$ cat config.mk
export PLATFORM = sky130hd
export DESIGN_NAME = valve_breaker_actuation_priority
export DESIGN_NICKNAME = d
export VERILOG_FILES = /design/src/hdl/valve_actuation_pkg.sv /design/src/hdl/priority_arbitration_logic.sv /design/src/hdl/valve_breaker_actuation_priority.sv
export SDC_FILE = /design/constraint.sdc
export NUM_CORES = 1
export LEC_CHECK = 0
export CORE_MARGIN = 4
export CORE_UTILIZATION = 70
export CTS_BUF_LIST = sky130_fd_sc_hd__clkbuf_8
export CTS_CLUSTER_SIZE = 20
export DETAILED_ROUTE_END_ITERATION = 8
export DONT_BUFFER_PORTS = 1
export PLACE_DENSITY = 0.86
export SETUP_SLACK_MARGIN = 0.15
export SLEW_MARGIN = 10
export SYNTH_ARGS = -nofsm -noshare
export SYNTH_HDL_FRONTEND = slang
export SYNTH_SLANG_ARGS = --single-unit
$ cat constraint.sdc
create_clock -name CLK -period 1.99 [get_ports CLK]
set_input_delay 0.4975 -clock CLK [delete_from_list [all_inputs] [get_ports CLK]]
set_output_delay 0.4975 -clock CLK [all_outputs]
set_load 0.005 [all_outputs]
$ cat src/hdl/valve_actuation_pkg.sv
// Shared constants and carrier types for the actuation priority block
package valve_actuation_pkg;

  // Component and redundancy counts
  localparam int NS_INPUTS = 14;
  localparam int NUM_DIVISIONS = 2;
  localparam int NUM_MODULES = 2;
  localparam int DEFAULT_VALVES = 10;
  localparam int SYNC_STAGES = 2;

  // Reset values: everything comes up de-energized, the protective state
  localparam logic ENERGIZE_RESET = 1'b0;
  localparam logic SEAL_RESET = 1'b0;
  localparam logic [NS_INPUTS-1:0] VEC_RESET = 14'h0000;

  // One bit per component: valves low, breakers high
  typedef logic [NS_INPUTS-1:0] comp_vec_t;

  // Everything one division presents to the block
  typedef struct packed {
    comp_vec_t safety_demand;
    comp_vec_t ns_command;
    logic ns_enable;
    comp_vec_t position_reached;
    logic [NUM_MODULES-1:0] module_in_service;
  } division_in_t;

  localparam division_in_t DIV_IN_RESET = '{
    safety_demand: 14'h0000,
    ns_command: 14'h0000,
    ns_enable: 1'b0,
    position_reached: 14'h0000,
    module_in_service: 2'h0
  };

  // Per-module results handed back to the division combiner
  typedef struct packed {
    comp_vec_t energize;
    comp_vec_t sealed;
    comp_vec_t ns_blocked;
  } module_out_t;

endpackage : valve_actuation_pkg

$ cat src/hdl/priority_arbitration_logic.sv
// One redundant actuation output module: seal-in and safety-over-nonsafety priority
`timescale 1ns/100ps
`default_nettype none

module priority_arbitration_logic (
  input wire logic clk, // System clock
  input wire logic resetn, // Synchronous reset, active low
  input wire logic in_service, // Module fitted and running
  input wire valve_actuation_pkg::comp_vec_t safety_demand, // Protective demand per component
  input wire valve_actuation_pkg::comp_vec_t ns_command, // Nonsafety energize request per component
  input wire logic ns_enable, // Division nonsafety enable switch
  input wire valve_actuation_pkg::comp_vec_t position_reached, // Protective position confirmed
  output var valve_actuation_pkg::module_out_t result // Drive, seal and refusal state
);

  // A removed module behaves as held in reset, so its output drops
  logic live;
  valve_actuation_pkg::comp_vec_t energize_r;
  valve_actuation_pkg::comp_vec_t sealed_r;
  valve_actuation_pkg::comp_vec_t blocked_r;

  // Protection wins whenever a demand is present or a seal is holding
  function automatic logic protect_active(input logic demand, input logic seal);
    return demand | seal;
  endfunction : protect_active

  assign live = resetn & in_service;

  genvar i;
  generate
    for (i = 0; i < valve_actuation_pkg::NS_INPUTS; i++) begin : g_comp
      // Seal-in: set by demand, held until the feedback confirms the position
      always_ff @(posedge clk) begin
        if (!live) begin
          sealed_r[i] <= valve_actuation_pkg::SEAL_RESET;
        end else begin
          sealed_r[i] <= safety_demand[i] | (sealed_r[i] & ~position_reached[i]);
        end
      end

      // Drive state: cleared by protection, else set by enabled nonsafety
      always_ff @(posedge clk) begin
        if (!live) begin
          energize_r[i] <= valve_actuation_pkg::ENERGIZE_RESET;
        end else if (protect_active(safety_demand[i], sealed_r[i])) begin
          energize_r[i] <= 1'b0;
        end else if (ns_enable) begin
          energize_r[i] <= ns_command[i];
        end
      end

      // Flags a nonsafety energize request that protection is refusing
      always_ff @(posedge clk) begin
        if (!live) begin
          blocked_r[i] <= 1'b0;
        end else begin
          blocked_r[i] <= ns_enable & ns_command[i] & protect_active(safety_demand[i], sealed_r[i]);
        end
      end
    end
  endgenerate

  assign result.energize = energize_r;
  assign result.sealed = sealed_r;
  assign result.ns_blocked = blocked_r;

endmodule : priority_arbitration_logic

`default_nettype wire

$ cat src/hdl/valve_breaker_actuation_priority.sv
// Two-division actuation priority block driving valve solenoids and trip-breaker coils
//
// Contract
// - Energize a valve solenoid to open the valve, de-energize it to close.
// - A division's solenoid drops only when both redundant module outputs are de-energized.
// - Each division drives its own solenoid; one division alone can de-energize it.
// - One nonsafety enable switch per division gates nonsafety control of all components.
// - Nonsafety commands arrive as fourteen separate hardwired inputs.
// - Priority logic is duplicated so one module can be removed for maintenance.
// - A commanded valve protective action stays sealed in until feedback confirms position.
// - A breaker trip stays sealed in until feedback confirms the breaker is open.
// - Valve protection is fail-safe: produced by de-energizing the output.
// - Breaker coil and shunt relay stay energized normally, de-energize to trip.
// - Breaker trips are produced only by de-energizing the module output.
`timescale 1ns/100ps
`default_nettype none

module valve_breaker_actuation_priority #(
  parameter int NUM_VALVES = valve_actuation_pkg::DEFAULT_VALVES // Components below this index are valves
) (
  input wire logic CLK, // System clock, 40 MHz
  input wire logic RESETN, // Synchronous reset, active low
  input wire valve_actuation_pkg::division_in_t [1:0] DIV_IN, // Per-division demands, commands, feedback
  output var logic [1:0][NUM_VALVES-1:0] SOLENOID_ENERGIZE, // Valve solenoid drive per division
  output var logic [1:0][valve_actuation_pkg::NS_INPUTS-NUM_VALVES-1:0] UNDERVOLTAGE_COIL_ENERGIZE, // Breaker coil
  output var logic [1:0][valve_actuation_pkg::NS_INPUTS-NUM_VALVES-1:0] SHUNT_RELAY_ENERGIZE, // Shunt-trip relay
  output var valve_actuation_pkg::comp_vec_t [1:0] SEAL_ACTIVE, // Seal-in held by any module
  output var valve_actuation_pkg::comp_vec_t [1:0] ACTION_COMPLETE, // One-cycle pulse when a seal releases
  output var logic [1:0] NS_REFUSED, // Enabled nonsafety request being overridden
  output var logic [1:0] MODULE_DISAGREE, // Both modules in service but drives differ
  output var logic [1:0] DIVISION_DARK // No module in service in the division
);

  localparam int NC = valve_actuation_pkg::NS_INPUTS;
  localparam int NB = NC - NUM_VALVES;
  localparam int ND = valve_actuation_pkg::NUM_DIVISIONS;
  localparam int NM = valve_actuation_pkg::NUM_MODULES;

  // Two-stage synchronisers for the hardwired field and switch inputs
  valve_actuation_pkg::division_in_t [ND-1:0] meta_r;
  valve_actuation_pkg::division_in_t [ND-1:0] sync_r;

  // Per-module results and per-division combined views
  valve_actuation_pkg::module_out_t [ND-1:0][NM-1:0] mod_out;
  valve_actuation_pkg::comp_vec_t [ND-1:0] drive_any;
  valve_actuation_pkg::comp_vec_t [ND-1:0] seal_any;
  valve_actuation_pkg::comp_vec_t [ND-1:0] seal_prev_r;
  logic [ND-1:0] blocked_any;
  logic [ND-1:0] disagree_nxt;
  logic [ND-1:0] dark_nxt;

  // Output registers
  logic [ND-1:0][NUM_VALVES-1:0] solenoid_r;
  logic [ND-1:0][NB-1:0] uv_coil_r;
  logic [ND-1:0][NB-1:0] shunt_relay_r;
  valve_actuation_pkg::comp_vec_t [ND-1:0] seal_r;
  valve_actuation_pkg::comp_vec_t [ND-1:0] complete_r;
  logic [ND-1:0] refused_r;
  logic [ND-1:0] disagree_r;
  logic [ND-1:0] dark_r;

  // A division whose modules share a drive register would tie the two together
  function automatic logic pair_differs(
    input valve_actuation_pkg::comp_vec_t a,
    input valve_actuation_pkg::comp_vec_t b
  );
    return |(a ^ b);
  endfunction : pair_differs

  // First synchroniser stage: read only by the second stage
  always_ff @(posedge CLK) begin
    if (!RESETN) begin
      meta_r <= {ND{valve_actuation_pkg::DIV_IN_RESET}};
    end else begin
      meta_r <= DIV_IN;
    end
  end

  // Second synchroniser stage: the only view the logic takes of the pins
  always_ff @(posedge CLK) begin
    if (!RESETN) begin
      sync_r <= {ND{valve_actuation_pkg::DIV_IN_RESET}};
    end else begin
      sync_r <= meta_r;
    end
  end

  genvar d, m;
  generate
    for (d = 0; d < ND; d++) begin : g_div
      // Each division runs its own redundant pair with no cross-division wiring
      for (m = 0; m < NM; m++) begin : g_mod
        priority_arbitration_logic u_module (
          .clk(CLK),
          .resetn(RESETN),
          .in_service(sync_r[d].module_in_service[m]),
          .safety_demand(sync_r[d].safety_demand),
          .ns_command(sync_r[d].ns_command),
          .ns_enable(sync_r[d].ns_enable),
          .position_reached(sync_r[d].position_reached),
          .result(mod_out[d][m])
        );
      end

      // Either module alone keeps the load energized
      assign drive_any[d] = mod_out[d][0].energize | mod_out[d][1].energize;
      assign seal_any[d] = mod_out[d][0].sealed | mod_out[d][1].sealed;
      assign blocked_any[d] = |(mod_out[d][0].ns_blocked | mod_out[d][1].ns_blocked);

      // Disagreement only counts when both modules are actually in service
      assign disagree_nxt[d] = (&sync_r[d].module_in_service)
        & pair_differs(mod_out[d][0].energize, mod_out[d][1].energize);
      assign dark_nxt[d] = ~(|sync_r[d].module_in_service);

      // Valve solenoids: high opens the valve, low closes it
      always_ff @(posedge CLK) begin
        if (!RESETN) begin
          solenoid_r[d] <= {NUM_VALVES{valve_actuation_pkg::ENERGIZE_RESET}};
        end else begin
          solenoid_r[d] <= drive_any[d][NUM_VALVES-1:0];
        end
      end

      // Breaker coil and shunt relay share the module drive; both drop to trip
      always_ff @(posedge CLK) begin
        if (!RESETN) begin
          uv_coil_r[d] <= {NB{valve_actuation_pkg::ENERGIZE_RESET}};
          shunt_relay_r[d] <= {NB{valve_actuation_pkg::ENERGIZE_RESET}};
        end else begin
          uv_coil_r[d] <= drive_any[d][NC-1:NUM_VALVES];
          shunt_relay_r[d] <= drive_any[d][NC-1:NUM_VALVES];
        end
      end

      // Seal status and the release pulse that marks a completed action
      always_ff @(posedge CLK) begin
        if (!RESETN) begin
          seal_r[d] <= valve_actuation_pkg::VEC_RESET;
          seal_prev_r[d] <= valve_actuation_pkg::VEC_RESET;
          complete_r[d] <= valve_actuation_pkg::VEC_RESET;
        end else begin
          seal_r[d] <= seal_any[d];
          seal_prev_r[d] <= seal_any[d];
          complete_r[d] <= seal_prev_r[d] & ~seal_any[d];
        end
      end

      // Division health and nonsafety refusal indications
      always_ff @(posedge CLK) begin
        if (!RESETN) begin
          refused_r[d] <= 1'b0;
          disagree_r[d] <= 1'b0;
          dark_r[d] <= 1'b0;
        end else begin
          refused_r[d] <= blocked_any[d];
          disagree_r[d] <= disagree_nxt[d];
          dark_r[d] <= dark_nxt[d];
        end
      end
    end
  endgenerate

  // Every top-level output is a flip-flop
  assign SOLENOID_ENERGIZE = solenoid_r;
  assign UNDERVOLTAGE_COIL_ENERGIZE = uv_coil_r;
  assign SHUNT_RELAY_ENERGIZE = shunt_relay_r;
  assign SEAL_ACTIVE = seal_r;
  assign ACTION_COMPLETE = complete_r;
  assign NS_REFUSED = refused_r;
  assign MODULE_DISAGREE = disagree_r;
  assign DIVISION_DARK = dark_r;

endmodule : valve_breaker_actuation_priority

`default_nettype wire

# --- Yosys cells after proc, flatten, opt, wreduce, memory -nomap -nowiden ---
# Index checks and enable logic that the tools add are counted.
word_totals:
  regBits: 438
  in_bits: 92
  wordCells: 570
op_classes:
  bitwise: 304
  n_reduce_logical: 64
op_table:
  columns: ["cell", "n"]
  rows:
  - ["bitwise AND 1 bit", 146]
  - ["OR reduction 2 bit", 58]
  - ["bitwise OR 1 bit", 112]
  - ["bitwise OR 14 bit", 6]
  - ["OR reduction 14 bit", 4]
  - ["NOT 1 bit", 34]
  - ["bitwise AND 14 bit", 2]
  - ["NOT 14 bit", 2]
  - ["XOR 14 bit", 2]
  - ["AND reduction 2 bit", 2]

# --- Depth between registers and ports, before layout ---
logic_depth:
  depth_word: 3
  depth_mapped: 5
  depth_no_buf: 5

# --- Modules after synthesis ---
# From an unflattened synthesis, not the netlist that was laid out.
unflattened:
  hier_cells: 1310
  area_unflattened_um2: 14481.4
modules_own_cells:
  columns: ["mod", "n_inst", "cells_per_inst", "area_each_um2"]
  rows:
  - ["valve_breaker_actuation_priority", 1, 718, 8340.5]
  - ["priority_arbitration_logic", 4, 148, 1535.2]

# --- Worst setup path before layout ---
# Ideal clock, no wire load.
synth_timing:
  kind: "reg-to-reg"
  startpoint: "register g_div[0].g_mod[0].u_module.energize_r[8]"
  endpoint: "register disagree_r[0], in the netlist MODULE_DISAGREE[0]"
  setup_time_ps: 116
  t_arrival_ps: 1143
  required_time_ps: 1874
  path_slack_ps: 731
  stages_incl_launch_ff: 6
  period_less_slack_ps: 1259
  path_cell_list: "dfxtp_1 -> inv_1 -> ha_1 -> nor4_1 -> nand4_1 -> and4_1"
synth_between:
  elab_chain_cells: 3
synth_rtl:
  columns: ["item", "line", "source"]
  rows:
  - ["start, declared", "priority_arbitration_logic.sv:18", "valve_actuation_pkg::comp_vec_t energize_r;"]
  - ["start signal, assigned by index", "priority_arbitration_logic.sv:44", "energize_r[i] <= valve_actuation_pkg::ENERGIZE_RESET;"]
  - ["start signal, assigned by index", "priority_arbitration_logic.sv:48", "energize_r[i] <= ns_command[i];"]
  - ["XOR 14 bit", "valve_breaker_actuation_priority.sv:67", "return |(a ^ b);"]
  - ["OR reduction 14 bit", "valve_breaker_actuation_priority.sv:67", null]
  - ["bitwise AND 1 bit", "valve_breaker_actuation_priority.sv:112", "& pair_differs(mod_out[d][0].energize, mod_out[d][1].energize);"]
  - ["end signal, assigned by index", "valve_breaker_actuation_priority.sv:156", "disagree_r[d] <= disagree_nxt[d];"]
  - ["end, declared", "valve_breaker_actuation_priority.sv:59", "logic [ND-1:0] disagree_r;"]
# No other way between the ends.
# A chain may end at the register's enable or synchronous reset.

# --- Worst setup path in the final report ---
layout_timing:
  startpoint: "register g_div[1].g_mod[0].u_module.energize_r[4]"
  endpoint: "register disagree_r[1], in the netlist MODULE_DISAGREE[1]"
layout_between:
  elab_chain_cells: 3
layout_rtl:
  columns: ["item", "line"]
  rows:
  - ["start, declared", "priority_arbitration_logic.sv:18"]
  - ["start signal, assigned by index", "priority_arbitration_logic.sv:44"]
  - ["start signal, assigned by index", "priority_arbitration_logic.sv:48"]
  - ["XOR 14 bit", "valve_breaker_actuation_priority.sv:67"]
  - ["OR reduction 14 bit", "valve_breaker_actuation_priority.sv:67"]
  - ["bitwise AND 1 bit", "valve_breaker_actuation_priority.sv:112"]
# No other way between the ends.

==> flow_summary.json <==
{
  "ys_warn_count": 0,
  "synth_top_family_by_area": "simple AND/OR/NAND/NOR gates",
  "synthMuxAreaShare_pct": 0,
  "critPathMaxFanout": 2,
  "utilization_pct": 77.8,
  "synth_cells": 1306,
  "dp_slack_ps": 498,
  "antenna_found_initial": 1,
  "crit_required_ps": 2450,
  "place.gp.congestion": 0.834,
  "first_pass_iters": 6,
  "layout-drive-gt1-share_pct": 8.98,
  "finalSetupViolCount": 0,
  "num_rows": 51,
  "synth_compound_area_share_pct": 5.71,
  "hold_viol": 0,
  "final-max-slew-violation-count": 0,
  "via_count": 8558,
  "worst_pin_slew_ps": 530,
  "synth-xor-area-share_pct": 0,
  "placedCellCount": 1515,
  "synthAdderAreaFrac_pct": 2.55,
  "fin_tns_setup_ps": 0,
  "rsz0062_at_grt": "false",
  "area_growth_pct": 9.70,
  "hold_slack_ps": 40.3,
  "cts_max_level": 3,
  "grtUsageTotal_pct": 24.4,
  "min_path_type": "primary input to flip-flop",
  "min_period_ps": 1520,
  "io_buffers": 0,
  "cts_num_sinks": 438,
  "crit_path_start": "g_div[1].g_mod[0].u_module.result[32]$_SDFFE_PP0P_",
  "wl_per_cell_microns": 16.8,
  "antenna_left": 0,
  "cp_slowest_stage_delay_ps": 410,
  "die_width_microns": 148,
  "synth_area_sq_mm": 0.0138,
  "rr_endpoint": "MODULE_DISAGREE[1]$_SDFF_PN0_",
  "syn_area_per_cell_sq_um": 10.5,
  "ys_seq_elements": 438,
  "num-nets-final": 1439,
  "r2r_cells": 5,
  "fin_cells": 1623,
  "maxSlewHeadroom_pct": 64.4,
  "r2r_start": "g_div[1].g_mod[0].u_module.result[32]$_SDFFE_PP0P_",
  "critPathArrivalTime_ps": 1980,
  "synth-edff-count": 0,
  "maxCapViolCount": 0,
  "cp-endpoint": "MODULE_DISAGREE[1]$_SDFF_PN0_",
  "grt_pass1_wl_microns": 42300,
  "cts.path.max_buffers": 3,
  "setup_ws_ps": 473,
  "start_util_pct": 70.9,
  "worstSetupPathType": "flip-flop to flip-flop",
  "hold_buffers": 0,
  "cts_setup_buffers": 0,
  "clock_insertion_delay_worst_skew_ps": 580,
  "synthArstFlopShare_pct": 0,
  "grt_pass1_vias": 8069,
  "power.density_mw_per_mm2": 1090,
  "clock-root-buffer": "clkbuf_8",
  "cts_buffers": 67,
  "drt_iter0_markers": 780,
  "end_kind": "flip-flop",
  "viasPerCell": 5.27,
  "synthFlopType": "dfxtp_1",
  "syn_nets": 1426,
  "dpl.hpwl_microns": 18000,
  "cts.repair.resized": 0,
  "cts_tree": "built",
  "fmax_mhz": 659,
  "clk_pin_slew_ps": 60,
  "period_share_pct": 76.3,
  "crit_chain": "inv_1 -> ha_1 -> nor4_1 -> nand4_1 -> and4_1",
  "die_area_sq_mm": 0.0220,
  "startpoint_type": "flip-flop",
  "grt_max_degree": 275,
  "rrSetupSlack_ps": 470,
  "p_leak_nw": 6.20,
  "worst_path_max_delay_cell": "nor4_1",
  "clock_skew_ps": 18.7,
  "synth.distinct_cells": 25,
  "grt.overflow.total": 0,
  "status": "complete, no violations",
  "diodes": 0,
  "core_sq_mm": 0.0194,
  "synthSimpleGateAreaFrac_pct": 23.2,
  "ir_worst_vdd_mv": 0.849,
  "drc": 0,
  "die_h_microns": 148,
  "drt-total-wl_microns": 27200,
  "yosysSeqAreaShare_pct": 63.7,
  "io_pins": 190
}
synthesized netlist by cell type (all sizes together) (4+ instances only):
cell | count | area (sq um)
buf | 37 | 249
o21a | 30 | 225
nor2b | 28 | 175
nor4 | 20 | 125
nor3 | 84 | 541
and2 | 180 | 1130
dfxtp | 438 | 8770
nand4 | 4 | 25.0
nand2 | 60 | 233
clkbuf | 25 | 100
ha | 28 | 350
a21oi | 56 | 280
nor2 | 114 | 428
o21ai | 56 | 280
inv | 84 | 315
and3b | 55 | 482
flip-flops by register name (all words and copies together) (netlist names):
signal                       cells
DIVISION_DARK                    2
sync_r                          90
SOLENOID_ENERGIZE               20
g_div.g_mod.u_module.result    168
MODULE_DISAGREE                  2
NS_REFUSED                       2
SEAL_ACTIVE                     28
SHUNT_RELAY_ENERGIZE             8
ACTION_COMPLETE                 28
meta_r                          90
placed cells by master (no fill, tap or decap), types with 4 or more instances in the layout:
cell type	instances
a21oi_1	56
and2_1	180
and3b_1	55
buf_4	5
clkbuf_8	81
clkinvlp_4	4
dfxtp_1	438
ha_1	28
inv_1	102
nand2_1	59
nand4_1	4
nor2_1	114
nor2b_1	28
nor3_1	60
nor3_2	24
nor4_1	20
o21a_1	30
o21ai_0	56
final cells by class:
cell class	count	area [sq um]
Fill cell	1327	4300
Clock buffer	81	1110
Inverter	84	315
Tap cell	265	332
Timing Repair Buffer	6	57.6
Sequential cell	438	8770
Multi-Input combinational cell	722	4330
Clock inverter	27	180
kinds of logic (layout without fill, tap and decap cells):
logic type | Yosys count | in the layout
adder cells (fa/ha/maj) | 28 | 28
buffers and inverters | 146 | 198
AO/OA/AOI/OAI | 142 | 142
AND/OR/NAND/NOR | 552 | 552
flip-flops | 438 | 438
critical path: cells and delay by family (launching register included):
| kind | cells | cell delay [ps] |
|---|---|---|
| simple gates | 3 | 780 |
| flops | 1 | 300 |
| fa+ha+maj | 1 | 280 |
| buf+inv | 1 | 50 |
routing by layer:
metal  GRT usage [%]  vias up  routed length [microns]  part of all wire [%]
met5               0        -                       13                 0.048
met4            8.55        2                      522                   1.9
met3            7.01       40                     2460                   9.0
met2            34.4      288                    11400                    42
met1            36.3     3987                    12800                    47
li1                -     4241                        -                     -
power breakdown:
group	internal [mW]	switching (mW)	total, mW	leakage (nW)
Combinational	0.140	0.178	0.318	1.91
Sequential	8.96	0.0868	9.05	3.57
Clock	3.92	3.15	7.07	0.720
per-stage QoR:
step                      power [mW]  cell area (sq um)
after floorplan                 9.51              13800
after global placement          9.53              13800
after detailed placement        9.54              13800
after CTS                       16.6              15100
after global routing            17.0              15100
final                           16.4              15100
worst min path at each step:
stage	start	to	cells past startpoint
floorplan	sync_r[0]$_SDFF_PN0_	DIVISION_DARK[0]$_SDFF_PN0_	1
global placement	meta_r[71]$_SDFF_PN0_	sync_r[71]$_SDFF_PN0_	1
detailed placement	meta_r[51]$_SDFF_PN0_	sync_r[51]$_SDFF_PN0_	1
CTS	DIV_IN[39]	meta_r[39]$_SDFF_PN0_	1
global route	DIV_IN[39]	meta_r[39]$_SDFF_PN0_	1
finish	DIV_IN[16]	meta_r[16]$_SDFF_PN0_	1
No activity file was read; power rests on OpenSTA's default activity.
